`config.mk`:
```
export PLATFORM = sky130hd
export DESIGN_NAME = dsp_core_ctrl
export DESIGN_NICKNAME = d
export VERILOG_FILES = /design/src/dsp_core_ctrl_pkg.sv /design/src/dsp_core_ctrl.sv /design/src/safeload_entry.sv
export VERILOG_INCLUDE_DIRS = /design/src
export SDC_FILE = /design/constraint.sdc
export NUM_CORES = 1
export LEC_CHECK = 0
export ABC_AREA = 0
export BUFFER_PORTS_ARGS = -buffer_cell sky130_fd_sc_hd__buf_2
export CAP_MARGIN = 10
export CORE_ASPECT_RATIO = 0.5
export CORE_UTILIZATION = 65
export CTS_CLUSTER_SIZE = 20
export DETAILED_ROUTE_END_ITERATION = 16
export GPL_TIMING_DRIVEN = 0
export HOLD_SLACK_MARGIN = 0.1
export PLACE_DENSITY = 0.86
export SLEW_MARGIN = 10
export SYNTH_ARGS = -nofsm -noshare
export SYNTH_HDL_FRONTEND = slang
export SYNTH_SLANG_ARGS = --single-unit
```
`constraint.sdc`:
```
create_clock -name clk_i -period 4.03 [get_ports clk_i]
set_input_delay 0.403 -clock clk_i [delete_from_list [all_inputs] [get_ports clk_i]]
set_output_delay 0.403 -clock clk_i [all_outputs]
set_load 0.05 [all_outputs]
```
`src/dsp_core_ctrl_regs.svh`:
```
// Functional notes
// - Host may write GPIO setting while enabled
// - GPIO setting ignores pins while host-write set
// - Host writes interface registers while enabled
// - Program cannot update interface registers then
// - Writing trigger one starts safeload transfer
// - Trigger clears itself when transfer completes
// - Five safeload address/data entry pairs
// - Only entries written since last event move
// - ADC mute active low, resets muted
// - DAC mute active low, resets muted
// - Core clear active low, resets cleared
// - Rate field: 1024, 512, 256 instructions
// - Double rate runs converters at 96 kHz
// - Quadruple rate runs converters at 192 kHz
`ifndef DSP_CORE_CTRL_REGS_SVH
`define DSP_CORE_CTRL_REGS_SVH

// ****************************************
// Register addresses
// ****************************************
`define ADDR_IF_FIRST     12'h800
`define ADDR_IF_LAST      12'h807
`define ADDR_GPIO_SET     12'h808
`define ADDR_SL_DATA0     12'h810
`define ADDR_SL_ADDR0     12'h815
`define ADDR_CORE_CTRL    12'h81c

// ****************************************
// Control register fields
// ****************************************
`define CC_RATE_LO        0
`define CC_CLEAR_N        2
`define CC_DAC_MUTE_N     3
`define CC_ADC_MUTE_N     4
`define CC_SL_TRIGGER     5
`define CC_IF_HOST_WR     6
`define CC_GPIO_HOST_WR   7
`define CC_RESET          16'h0000
`define CC_WR_MASK        16'h00ff

// ****************************************
// Rate codes and results
// ****************************************
`define RATE_1X           2'h0
`define RATE_2X           2'h1
`define RATE_4X           2'h2
`define INSTR_1X          11'h400
`define INSTR_2X          11'h200
`define INSTR_4X          11'h100
`define FS_KHZ_1X         8'h30
`define FS_KHZ_2X         8'h60
`define FS_KHZ_4X         8'hc0

`endif

```
`src/dsp_core_ctrl_pkg.sv`:
```
package dsp_core_ctrl_pkg;
  typedef enum logic [1:0] {
    SL_IDLE = 2'h0,
    SL_SCAN = 2'h1,
    SL_DONE = 2'h3
  } sl_state_t;
endpackage

```
`src/dsp_core_ctrl.sv`:
```
`timescale 1ns/1ns
`include "dsp_core_ctrl_regs.svh"
// Core control register bank with safeload engine.
module dsp_core_ctrl
  import dsp_core_ctrl_pkg::*;
#(
  parameter int NUM_SL = 5,
  parameter int AW     = 10,
  parameter int DW     = 28
) (
  // Clock and reset
  input  wire logic          clk_i,
  input  wire logic          resetn_i,
  // Control port
  input  wire logic          wr_i,
  input  wire logic          rd_i,
  input  wire logic [11:0]   addr_i,
  input  wire logic [15:0]   wdata_i,
  output logic      [15:0]   rdata_o,
  // DSP program side
  input  wire logic          prog_if_we_i,
  input  wire logic [2:0]    prog_if_idx_i,
  input  wire logic [15:0]   prog_if_data_i,
  input  wire logic [15:0]   gpio_pins_i,
  // Parameter RAM write port
  output logic               pram_we_o,
  output logic      [AW-1:0] pram_addr_o,
  output logic      [DW-1:0] pram_data_o,
  // Core controls
  output logic      [15:0]   gpio_setting_o,
  output logic               adc_mute_n_o,
  output logic               dac_mute_n_o,
  output logic               core_regs_clear_n_o,
  output logic      [10:0]   instr_per_sample_o,
  output logic      [7:0]    conv_rate_khz_o
);
  // The slot map holds five pairs; more slots would run into the address range.
  if (NUM_SL != 5) begin : g_bad_slots
    $error("dsp_core_ctrl: five safeload slots expected");
  end

  // ****************************************
  // Register state
  // ****************************************
  // Eight interface words, indexed by the low address bits.
  logic [15:0]       core_ctrl;
  logic [15:0]       if_regs [0:7];
  logic [2:0]        sl_idx;
  logic [NUM_SL-1:0] pend;
  logic [NUM_SL-1:0] taken;
  logic [AW-1:0]     sl_addr [NUM_SL];
  logic [DW-1:0]     sl_data [NUM_SL];
  sl_state_t         state;

  // Field views of the control register.
  wire       gpio_setting_host_write  = core_ctrl[`CC_GPIO_HOST_WR];
  wire       interface_regs_host_write = core_ctrl[`CC_IF_HOST_WR];
  wire       safeload_trigger         = core_ctrl[`CC_SL_TRIGGER];
  wire [1:0] rate_select              = core_ctrl[`CC_RATE_LO +: 2];

  // Address decode.
  wire cc_we   = wr_i && addr_i == `ADDR_CORE_CTRL;
  wire gpio_we = wr_i && addr_i == `ADDR_GPIO_SET && gpio_setting_host_write;
  wire if_hit  = addr_i >= `ADDR_IF_FIRST && addr_i <= `ADDR_IF_LAST;
  wire if_we   = wr_i && if_hit && interface_regs_host_write;
  wire [2:0] if_idx = addr_i[2:0];
  // Trigger set holds off the trigger clear in the control register; busy is what other reads return.
  wire trig_set = cc_we && wdata_i[`CC_SL_TRIGGER];
  wire busy     = state != SL_IDLE;

  // ****************************************
  // Safeload slots
  // ****************************************
  // Each slot owns an address and a data register.
  for (genvar g = 0; g < NUM_SL; g++) begin : g_sl
    // Slot n answers at the n-th data word and the n-th address word.
    wire addr_hit = wr_i && addr_i == `ADDR_SL_ADDR0 + 12'(g);
    wire data_hit = wr_i && addr_i == `ADDR_SL_DATA0 + 12'(g);
    safeload_entry #(.AW(AW), .DW(DW)) u_entry (
      .clk_i     (clk_i),
      .resetn_i  (resetn_i),
      .addr_we_i (addr_hit),
      .data_we_i (data_hit),
      .wdata_i   (wdata_i),
      .taken_i   (taken[g]),
      .addr_o    (sl_addr[g]),
      .data_o    (sl_data[g]),
      .pending_o (pend[g])
    );
    assign taken[g] = state == SL_SCAN && sl_idx == 3'(g);
  end

  // ****************************************
  // Control register
  // ****************************************
  // Trigger bit: host may only set it; engine clears it at the end.
  always_ff @(posedge clk_i or negedge resetn_i) begin
    if (!resetn_i) begin
      core_ctrl <= `CC_RESET;
    end else begin
      if (cc_we) begin
        core_ctrl <= (wdata_i & `CC_WR_MASK) | (16'(safeload_trigger) << `CC_SL_TRIGGER);
      end
      // A trigger write in the done cycle restarts the engine instead of being lost.
      if (state == SL_DONE && !trig_set) begin
        core_ctrl[`CC_SL_TRIGGER] <= 1'b0;
      end
    end
  end

  // ****************************************
  // Safeload engine
  // ****************************************
  // One slot per cycle; only pending slots produce a RAM write.
  always_ff @(posedge clk_i or negedge resetn_i) begin
    if (!resetn_i) begin
      state       <= SL_IDLE;
      sl_idx      <= 3'h0;
      pram_we_o   <= 1'b0;
      pram_addr_o <= '0;
      pram_data_o <= '0;
    end else begin
      pram_we_o <= 1'b0;
      case (state)
        SL_IDLE: begin
          sl_idx <= 3'h0;
          if (safeload_trigger) begin
            state <= SL_SCAN;
          end
        end
        SL_SCAN: begin
          pram_we_o   <= pend[sl_idx];
          pram_addr_o <= sl_addr[sl_idx];
          pram_data_o <= sl_data[sl_idx];
          if (sl_idx == 3'(NUM_SL - 1)) begin
            state <= SL_DONE;
          end
          // The index runs one past the last slot; idle sets it back.
          sl_idx <= sl_idx + 3'h1;
        end
        // One spare cycle lets the trigger clear before idle looks at it again.
        SL_DONE: state <= SL_IDLE;
        default: state <= SL_IDLE;
      endcase
    end
  end

  // ****************************************
  // Interface and GPIO registers
  // ****************************************
  // Host write mode locks out the program so host values persist.
  always_ff @(posedge clk_i or negedge resetn_i) begin
    if (!resetn_i) begin
      for (int i = 0; i < 8; i++) begin
        if_regs[i] <= 16'h0000;
      end
      gpio_setting_o <= 16'h0000;
    end else begin
      // A host write wins over a program write in the same cycle.
      if (if_we) begin
        if_regs[if_idx] <= wdata_i;
      end else if (prog_if_we_i && !interface_regs_host_write) begin
        if_regs[prog_if_idx_i] <= prog_if_data_i;
      end
      if (gpio_we) begin
        gpio_setting_o <= wdata_i;
      end else if (!gpio_setting_host_write) begin
        gpio_setting_o <= gpio_pins_i;
      end
    end
  end

  // ****************************************
  // Core outputs
  // ****************************************
  // Reserved rate code falls back to single rate.
  // Every control pin is a flop, so it lags the control word by one cycle.
  always_ff @(posedge clk_i or negedge resetn_i) begin
    if (!resetn_i) begin
      adc_mute_n_o        <= 1'b0;
      dac_mute_n_o        <= 1'b0;
      core_regs_clear_n_o <= 1'b0;
      instr_per_sample_o  <= `INSTR_1X;
      conv_rate_khz_o     <= `FS_KHZ_1X;
    end else begin
      adc_mute_n_o        <= core_ctrl[`CC_ADC_MUTE_N];
      dac_mute_n_o        <= core_ctrl[`CC_DAC_MUTE_N];
      core_regs_clear_n_o <= core_ctrl[`CC_CLEAR_N];
      case (rate_select)
        `RATE_2X: begin
          instr_per_sample_o <= `INSTR_2X;
          conv_rate_khz_o    <= `FS_KHZ_2X;
        end
        `RATE_4X: begin
          instr_per_sample_o <= `INSTR_4X;
          conv_rate_khz_o    <= `FS_KHZ_4X;
        end
        default: begin
          instr_per_sample_o <= `INSTR_1X;
          conv_rate_khz_o    <= `FS_KHZ_1X;
        end
      endcase
    end
  end

  // ****************************************
  // Read data
  // ****************************************
  // Other addresses report whether a safeload transfer is still running.
  always_ff @(posedge clk_i or negedge resetn_i) begin
    if (!resetn_i) begin
      rdata_o <= 16'h0000;
    end else if (rd_i) begin
      if (addr_i == `ADDR_CORE_CTRL) begin
        rdata_o <= core_ctrl;
      end else if (if_hit) begin
        rdata_o <= if_regs[if_idx];
      end else if (addr_i == `ADDR_GPIO_SET) begin
        rdata_o <= gpio_setting_o;
      end else begin
        rdata_o <= {15'h0000, busy};
      end
    end
  end
endmodule

```
`src/safeload_entry.sv`:
```
`timescale 1ns/1ns
// One safeload slot: address/data pair and its written-since-last-event flag.
module safeload_entry #(
  parameter int AW = 10,
  parameter int DW = 28
) (
  // Clock and reset
  input  wire logic          clk_i,
  input  wire logic          resetn_i,
  // Host side
  input  wire logic          addr_we_i,
  input  wire logic          data_we_i,
  input  wire logic [15:0]   wdata_i,
  // Transfer side
  input  wire logic          taken_i,
  output logic      [AW-1:0] addr_o,
  output logic      [DW-1:0] data_o,
  output logic               pending_o
);
  // Data must be wider than one host word, or the shift below has no lower part to keep.
  if (AW < 1 || AW > 16 || DW < 17 || DW > 32) begin : g_bad_widths
    $error("safeload_entry: bad widths");
  end

  // Data words arrive 16 bits per write; earlier bits shift up into the upper part.
  always_ff @(posedge clk_i or negedge resetn_i) begin
    if (!resetn_i) begin
      addr_o    <= '0;
      data_o    <= '0;
      pending_o <= 1'b0;
    end else begin
      if (addr_we_i) begin
        addr_o <= wdata_i[AW-1:0];
      end
      if (data_we_i) begin
        data_o <= {data_o[DW-17:0], wdata_i};
      end
      // A new write in the same cycle as the take keeps the slot pending.
      if (addr_we_i || data_we_i) begin
        pending_o <= 1'b1;
      end else if (taken_i) begin
        pending_o <= 1'b0;
      end
    end
  end
endmodule

```
# ---- Yosys cells after proc, flatten, opt, wreduce, memory -nomap -nowiden
# Cells that the tools add are included.
dict set report totals {
  register_bits 429
  input_bits 68
  output_inout_bits 93
  wordCells 161
}
dict set report op_classes {
  addsub 1
  magnitude_cmp 8
  eq_ne 23
  mux 43
  bitwise 4
  n_reduce_logical 45
}
# cell count
set ops {}
lappend ops {{$bwmux W128} 2}
lappend ops {{$mux W128} 2}
lappend ops {{$eq A12 B12 Y1 const B} 12}
lappend ops {{$mux W16} 9}
lappend ops {{$demux W16 S3} 2}
lappend ops {{$bmux W28 S3} 1}
lappend ops {{$mux W28} 2}
lappend ops {{$bmux W16 S3} 1}
lappend ops {{$bmux W10 S3} 1}
lappend ops {{$logic_and A1 B1 Y1} 26}
lappend ops {{$pmux W11 S2} 1}
lappend ops {{$mux W10} 2}
lappend ops {{$reduce_bool A2 Y1} 9}
lappend ops {{$pmux W8 S2} 1}
lappend ops {{$mux W1} 13}
lappend ops {{$ge A12 B12 Y1 const B} 1}
lappend ops {{$ge A4 B4 Y1 const B} 3}
lappend ops {{$le A12 B12 Y1 const B} 1}
lappend ops {{$not A3 Y4} 3}
lappend ops {{$lt A4 B1 Y1 const B} 2}
lappend ops {{$or A8 B6 Y8} 1}
lappend ops {{$eq A3 B2 Y1 const B} 2}
lappend ops {{$mux W6} 1}
lappend ops {{$pmux W3 S2} 1}
lappend ops {{other kinds (16)} 25}

# ---- Longest topological paths before layout
# Gate-level depths: netlist (run 1).
dict set report depth {
  ltp_word 8
  mapped_depth 9
  depth_no_buf 5
}

# ---- Hierarchy
# A second synthesis (run 1) with hierarchy kept.
dict set report unflattened {
  cells_unflattened 1579
  hier_area_um2 20195.6
}
# module n_inst cells_each area_each_um2 seq_area_each_um2
set modules_own_cells {}
lappend modules_own_cells {dsp_core_ctrl 1 1159 12782.3 5507.8}
lappend modules_own_cells {safeload_entry 5 84 1482.7 975.9}

# ---- Worst setup path before layout (run 1)
# OpenSTA, ideal clock, no wires.
dict set report synth_timing {
  kind {input to register}
  from {in addr_i[10]}
  to {reg g_sl[0].u_entry.data_o[10]}
  setup_ns 0.125
  arrival_time_ns 2.334
  t_required_ns 3.905
  path_slack_ns 1.571
  path_stages 7
  path_buffers 2
  path_cell_list {or4_1 buf_2 nor4_4 nand3b_2 nor3_4 buf_6 mux2_2}
}
dict set report synth_via {
  elab_chain_cells 2
}
# element line_no
set synth_rtl {}
lappend synth_rtl {{start, declared} dsp_core_ctrl.sv:17} ;# input wire logic [11:0] addr_i,
lappend synth_rtl {{$eq A12 B12 Y1} dsp_core_ctrl.sv:78} ;# wire data_hit = wr_i && addr_i == `ADDR_SL_DATA0 + 12'(g);
lappend synth_rtl {{$logic_and A1 B1 Y1} dsp_core_ctrl.sv:78}
lappend synth_rtl {{end signal, assigned} safeload_entry.sv:36} ;# data_o <= {data_o[DW-17:0], wdata_i};
lappend synth_rtl {{end, declared} safeload_entry.sv:17} ;# output logic [DW-1:0] data_o,
# Every way passes these cells.
# A chain may end at the register's enable or synchronous reset.

# ---- Final worst setup path (run 1)
dict set report layout_timing {
  from {reg core_ctrl[6]}
  to {reg if_regs[88] (netlist name)}
}
dict set report layout_via {
  elab_chain_cells 3
  elab_cells_between_ends 5
  cone_classes {mux: 1; reduce/logical: 4}
}
# element line_no
set layout_rtl {}
lappend layout_rtl {{start, declared} dsp_core_ctrl.sv:46} ;# logic [15:0] core_ctrl;
lappend layout_rtl {{start signal, assigned} dsp_core_ctrl.sv:99} ;# core_ctrl <= `CC_RESET;
lappend layout_rtl {{start signal, assigned} dsp_core_ctrl.sv:102} ;# core_ctrl <= (wdata_i & `CC_WR_MASK) | (16'(safeload_trigger) << `CC_SL_TRIGGER);
lappend layout_rtl {{$logic_not A1 Y1} dsp_core_ctrl.sv:162} ;# end else if (prog_if_we_i && !interface_regs_host_write) begin
lappend layout_rtl {{$logic_and A1 B1 Y1} dsp_core_ctrl.sv:162}
lappend layout_rtl {{$reduce_bool A2 Y1 (no line)} --}
lappend layout_rtl {{end signal, assigned by index} dsp_core_ctrl.sv:161} ;# if_regs[if_idx] <= wdata_i;
lappend layout_rtl {{end signal, assigned by index} dsp_core_ctrl.sv:163} ;# if_regs[prog_if_idx_i] <= prog_if_data_i;
lappend layout_rtl {{end, declared} dsp_core_ctrl.sv:47} ;# logic [15:0] if_regs [0:7];
# Several ways; a longest one is shown, not always the timed one.

==> results of run 1 <==
per-layer routing:
layer | vias up | track usage | part of all wire
li1 | 6348 | - | -
met1 | 7743 | 0.535 | 0.37
met2 | 1154 | 0.612 | 0.47
met3 | 214 | 0.114 | 0.12
met4 | 0 | 0.139 | 0.036
met5 | - | 0 | 0
worst paths after layout:
path | startpoint | endpoint | slack (ns) | depth (start not counted)
hold / removal | gpio_pins_i[12] | gpio_setting_o[12] | 0.10 | 3
max in group asynchronous | resetn_i | pram_addr_o[9] | 2.43 | 4
min in group asynchronous | resetn_i | if_regs[65] | 0.39 | 2
setup reg to reg | core_ctrl[6] | if_regs[88] | 0.74 | 7
hold reg to reg | core_ctrl[4] | adc_mute_n_o | 0.41 | 0
setup / recovery | core_ctrl[6] | if_regs[88] | 0.74 | 7
power by group through the flow:
stage	sequential [mW]	clock, mW	combinational [mW]
after floorplan	5.67	0	0.886
after global placement	4.99	0	2.20
after detailed placement	5.00	0	2.27
after CTS	4.94	3.72	2.29
after global routing	4.99	3.90	2.44
final	4.96	3.76	2.31
through the flow:
| stage | hold slack, ns | worst slack [ns] |
|---|---|---|
| finish | 0.104 | 0.740 |
| global placement | 0.387 | -5.52 |
| floorplan | 0.107 | 1.57 |
| detailed placement | 0.368 | 0.809 |
| global route | 0.121 | 0.796 |
| CTS | 0.101 | 0.998 |
final cells by class:
type,count,share of cell area
Buffer,163,0.0347
Antenna cell,4,0.000449
Timing Repair Buffer,139,0.0359
Sequential cell,415,0.466
Inverter,17,0.00286
Multi-Input combinational cell,1041,0.382
Tap cell,391,0.0219
Clock buffer,47,0.0464
Clock inverter,18,0.00954
state kept, by name, summed over array words and instances, names as in the netlist:
register and flops:
dac_mute_n_o 1, core_regs_clear_n_o 1, instr_per_sample_o 2, rdata_o 16, gpio_setting_o 16, state 2, pram_we_o 1, core_ctrl 8
conv_rate_khz_o 3, pram_addr_o 10, if_regs 128, g_sl.u_entry.data_o 140, sl_idx 3, g_sl.u_entry.pending_o 5, pram_data_o 28, adc_mute_n_o 1
g_sl.u_entry.addr_o 50
synthesized netlist by cell type, types with 3 or more instances:
master	count	area share
buf_1	21	0.0040
nand4_1	20	0.0064
a2bb2oi_1	120	0.053
mux2_1	28	0.016
nand2_1	130	0.025
nand3_1	55	0.014
mux2_4	8	0.0061
mux2_2	175	0.10
nor3_1	3	0.00076
o21ai_0	135	0.034
buf_2	25	0.0064
a21oi_1	24	0.0061
a221oi_1	38	0.017
a31oi_1	9	0.0029
and3_1	5	0.0016
mux2i_1	16	0.0081
nor2_1	106	0.020
ha_1	8	0.0051
clkbuf_1	90	0.017
a22oi_1	17	0.0065
mux4_2	71	0.081
o22ai_1	8	0.0025
nor2b_1	21	0.0067
inv_1	17	0.0032
buf_6	8	0.0046
dfrtp_1	413	0.52
buf_4	19	0.0072
worst reg2reg max path, cell delays in order, from the launching register on:
cell and delay, ns:
dfrtp_1 0.48, nand3b_1 0.26, or4_1 0.23, buf_2 0.24, nor3b_1 0.98, clkbuf_1 0.64, nand3_1 0.17, a2bb2oi_1 0.21
logic make-up (layout without fill, tap and decap cells):
| logic type | Yosys count | count (layout) |
|---|---|---|
| adder cells (fa/ha/maj) | 8 | 8 |
| XOR/XNOR | 1 | 1 |
| AO/OA/AOI/OAI | 355 | 355 |
| AND/OR/NAND/NOR | 367 | 367 |
| other | 1 | 16 |
| flip-flops | 415 | 415 |
| multiplexers | 298 | 298 |
| buffers and inverters | 180 | 384 |
what timing repair did:
| action | in CTS | in global routing |
|---|---|---|
| endpoints found under the hold margin | 53 | 0 |
| gates resized for setup | 0 | 0 |
| hold buffers | 1 | 0 |
==> results.yml, run 1 <==
min_path:
  hp-class: "in2reg"
power_and_ir_drop:
  total_power_mw: 11.0
  internal_power_mw: 7.47
  p_seq_frac: 0.450
  power.density_nw_per_um2: 494
  clkPwrFrac: 0.341
  p_sw_mw: 3.55
  peakVddDrop_v: 0.000307
  p_leak_nw: 10.3
  p_comb_frac: 0.209
  switching_share: 0.322
setup_path:
  worst-path-buf-inv: 2
  end_kind: "flop"
  crit_slowest_cell: "nor3b_1"
  start_kind: "flop"
  cp_data_required_time_ns: 4.49
  path_cells: "nand3b_1, or4_1, buf_2, nor3b_1, clkbuf_1, nand3_1, a2bb2oi_1"
  worst_path_largest_cell_delay_ns: 0.97
  crit_type: "reg2reg"
  path_delay_family: "simple AND/OR/NAND/NOR gates"
  worstPathArrival_ns: 3.75
  cp_max_fo: 10
die:
  die_h_um: 125
  dieArea_um2: 31100
  ios: 161
  std_cell_rows: 44
  start_util: 0.670
  die_w_um: 248
  core_region_area_um2: 29400
routing:
  wl_um: 59500
  via_count: 15500
  routedWlPerCell_um: 26.6
  drc: 0
  via_per_inst: 6.92
  first_iter_violations: 2139
  final_antenna_net_count: 0
  dr.pass1.iters: 6
global_route:
  grt.overflow.total: 0
  grt_max_degree: 115
  grt_pass1_vias: 15700
  grt_pass1_wl_um: 92000
  grt_use_total: 0.394
  antenna_found_initial: 4
finish:
  fin_cells: 2235
  final_cell_area_um2: 22300
  final_cell_mix: "dfrtp_1 (413), mux2_2 (175), buf_2 (158), o21ai_0 (135), nand2_1 (130)"
  register_area_um2: 10400
  multi_input_area_um2: 8520
  utilization: 0.758
  syn2layout_area_growth_pct: 13.1
  final_common_cell: "dfrtp_1"
  drive_gt1_frac: 0.283
  layout.nets: 1889
  fillers: 1826
sta:
  fin_crit_sh: 0.816
  rsz0062_at_grt: "false"
  hold_viol: 0
  finalMaxSlewViolations: 0
  setup_violations: 0
  max_freq_mhz: 304
  skew_ns: 0.0188
  slew_headroom: 0.207
  finalSetupTns_ns: 0
  fin_crit_ns: 3.29
  worstMarginPinSlew_ns: 1.19
clock_network:
  cts_setup_buffers: 0
  clkTransAtPathRegs_ns: 0.08
  cts_sinks: 415
  cts_root_buf: "clkbuf_16"
  cts_buffers: 36
  h-tree-depth: 2
  cts_tree: "built"
  clock_path_buffers: 3
  clock_latency_ns: 0.55
status:
  outcome: "completed"
logic_synthesis:
  ys_seq_area_frac: 0.527
  synth_top_family_by_area: "multiplexers"
  synthAdderAreaFrac: 0.00508
  synth_xor_area_frac: 0.000445
  syn_inst: 1625
  synth_edf_count: 0
  ys_async_sr_fraction: 1.00
  synth-compound-area-share: 0.124
  avgSynthCellArea_um2: 12.1
  ys_ff_latch: 415
  synthMuxAreaShare: 0.211
  synth_ff_type: "dfrtp_1"
  ys.warnings.count: 0
  synth-simple-area-share: 0.0889
  ys_types: 55
  syn_area_um2: 19700
placement:
  dp_hpwl_um: 40100
  routabilityCongestion: 0.981
  portBuffers: 134
  dpl_cell_area_um2: 21000
  dpl.cell_count: 2165
flow_run:
  max_cap_viol_count: 0
(Power assumes the default switching activity.)
==> run 2: changes to the inputs <==
--- a/config.mk
+++ b/config.mk
@@ -10,12 +10,12 @@
 export BUFFER_PORTS_ARGS = -buffer_cell sky130_fd_sc_hd__buf_2
 export CAP_MARGIN = 10
 export CORE_ASPECT_RATIO = 0.5
-export CORE_UTILIZATION = 65
+export CORE_UTILIZATION = 54
 export CTS_CLUSTER_SIZE = 20
 export DETAILED_ROUTE_END_ITERATION = 16
 export GPL_TIMING_DRIVEN = 0
 export HOLD_SLACK_MARGIN = 0.1
-export PLACE_DENSITY = 0.86
+export PLACE_DENSITY = 0.76
 export SLEW_MARGIN = 10
 export SYNTH_ARGS = -nofsm -noshare
 export SYNTH_HDL_FRONTEND = slang
==> constraint.sdc (replaced) <==
create_clock -name clk_i -period 2.99 [get_ports clk_i]
set_input_delay 0.299 -clock clk_i [delete_from_list [all_inputs] [get_ports clk_i]]
set_output_delay 0.299 -clock clk_i [all_outputs]
set_load 0.05 [all_outputs]
==> run 2 against run 1 <==
Register-to-register slack lost 0.59 ns. Sequential share of layout area shrank 0.98 points. Combinational power grew 36%. Worst hold slack gained 0.0028 ns. Clock-buffer cell count grew 10. Power grew 37%. Largest cell class unchanged. Global-route usage shrank 7.1 points. Via count shrank 1.9%. Highest routed layer unchanged. Critical path type unchanged.
==> results.yml, run 2 (synthesis gave the netlist of run 1 again) <==
status:
  outcome: "completed"
min_path:
  hp-class: "in2reg"
sta:
  finalSetupTns_ns: 0
  skew_ns: 0.0168
  setup_violations: 0
  rsz0062_at_grt: "false"
  slew_headroom: 0.196
  worstMarginPinSlew_ns: 1.20
  hold_viol: 0
  fin_crit_ns: 2.84
  finalMaxSlewViolations: 0
  max_freq_mhz: 352
  fin_crit_sh: 0.949
finish:
  multi_input_area_um2: 8520
  layout.nets: 1916
  register_area_um2: 10400
  syn2layout_area_growth_pct: 15.6
  largest_register: "g_sl.u_entry.data_o"
  fillers: 2735
  largest_reg_flops: 140
  reg.largest.list: "g_sl.u_entry.data_o (140), if_regs (128), g_sl.u_entry.addr_o (50)"
  final_cell_mix: "dfrtp_1 (413), mux2_2 (175), buf_2 (158), o21ai_0 (135), nand2_1 (130)"
  final_common_cell: "dfrtp_1"
  drive_gt1_frac: 0.280
clock_network:
  cts_setup_buffers: 0
  clock_latency_ns: 0.56
  clock_path_buffers: 3
  cts_sinks: 415
  cts_root_buf: "clkbuf_16"
  cts_buffers: 38
  h-tree-depth: 2
  cts_tree: "built"
  clkTransAtPathRegs_ns: 0.07
setup_path:
  worst-path-buf-inv: 2
  crit_slowest_cell: "clkdlybuf4s15_1"
  cp_data_required_time_ns: 3.41
  worst_path_largest_cell_delay_ns: 0.78
  worstPathArrival_ns: 3.26
  crit_type: "reg2reg"
  start_kind: "flop"
  end_kind: "flop"
  cp_max_fo: 10
  path_delay_family: "buffers and inverters"
  path_cells: "clkbuf_1, clkdlybuf4s15_1, mux4_2, a221oi_1, nor2_1"
placement:
  dp_hpwl_um: 40400
  routabilityCongestion: 0.951
  portBuffers: 134
power_and_ir_drop:
  total_power_mw: 15.1
  p_leak_nw: 10.4
  peakVddDrop_v: 0.000433
  power.density_nw_per_um2: 665
die:
  die_w_um: 272
  die_h_um: 137
  start_util: 0.548
  std_cell_rows: 49
  core_region_area_um2: 35900
  ios: 161
  dieArea_um2: 37300
routing:
  final_antenna_net_count: 0
  first_iter_violations: 1632
  dr.pass1.iters: 8
  routedWlPerCell_um: 25.4
  drc: 0
  via_per_inst: 6.45
  via_count: 15200
  wl_um: 59700
global_route:
  grt_use_total: 0.323
  grt_max_degree: 110
  grt_pass1_vias: 14900
  grt_pass1_wl_um: 90000
  antenna_found_initial: 1
  grt.overflow.total: 0
flow_run:
  max_cap_viol_count: 0
==> run 2: cell types whose count changed in the layout (fill, tap and decap cells not counted), moves of 3 or more <==
cell,before,now
buf_1,21,18
clkbuf_8,7,12
diode_2,4,1
clkbuf_1,93,96
inv_6,3,0
dlygate4sd3_1,1,26
==> run 2: power by group <==
group,internal (mW),switching (mW)
Clock,3.06,2.27
Sequential,6.26,0.393
Combinational,1.02,2.13
==> run 2: final timing paths <==
kind	from	endpoint	slack [ns]	depth (start not counted)
max	sl_idx[0]	pram_data_o[18]	0.15	5
min	prog_if_data_i[5]	if_regs[69]	0.11	3
max reg2reg	sl_idx[0]	pram_data_o[18]	0.15	5
min reg2reg	core_ctrl[4]	adc_mute_n_o	0.41	0
max in group asynchronous	resetn_i	rdata_o[9]	1.61	4
min in group asynchronous	resetn_i	g_sl[1].u_entry.data_o[23]	0.38	3
==> run 2: routing by layer <==
metal	up-vias	track usage	wire (um)
li1	6410	-	-
met1	7643	0.439	24100
met2	930	0.500	27100
met3	189	0.0788	6060
met4	0	0.134	2440
met5	-	0	0
==> run 2: area by class of cell <==
type	instances	share of cell area
Inverter	17	0.00280
Clock inverter	12	0.00813
Buffer	163	0.0347
Tap cell	484	0.0266
Multi-Input combinational cell	1041	0.374
Sequential cell	415	0.456
Clock buffer	57	0.0511
Timing Repair Buffer	164	0.0462
Antenna cell	1	0.000110
==> run 2: repair_timing <==
action / CTS / global route
endpoints found under the hold margin: 143 / 0
hold buffers: 26 / 0
resized for setup: 2 / 3
setup endpoints to repair: 1 / 2
==> run 2: worst min-delay path: cells and delay by family <==
| kind | cells | cell delay, ns |
|---|---|---|
| and+or+nand+nor | 1 | 0.10 |
| AOI/OAI and AO/OA | 1 | 0.06 |
| buffers and inverters | 1 | 0.16 |
==> run 2: metrics by stage <==
stage	cell area [um^2]	std cells	hold WS (ns)	setup slack (ns)	utilization
after floorplan	19700	1636	0.00341	0.635	-
after global placement	21000	2254	0.390	-6.63	0.585
after detailed placement	21100	2258	0.388	-0.0249	0.588
after CTS	22800	2353	0.100	0.123	0.633
after global routing	22800	2354	0.124	0.0224	0.634
final	22800	2354	0.107	0.151	0.634
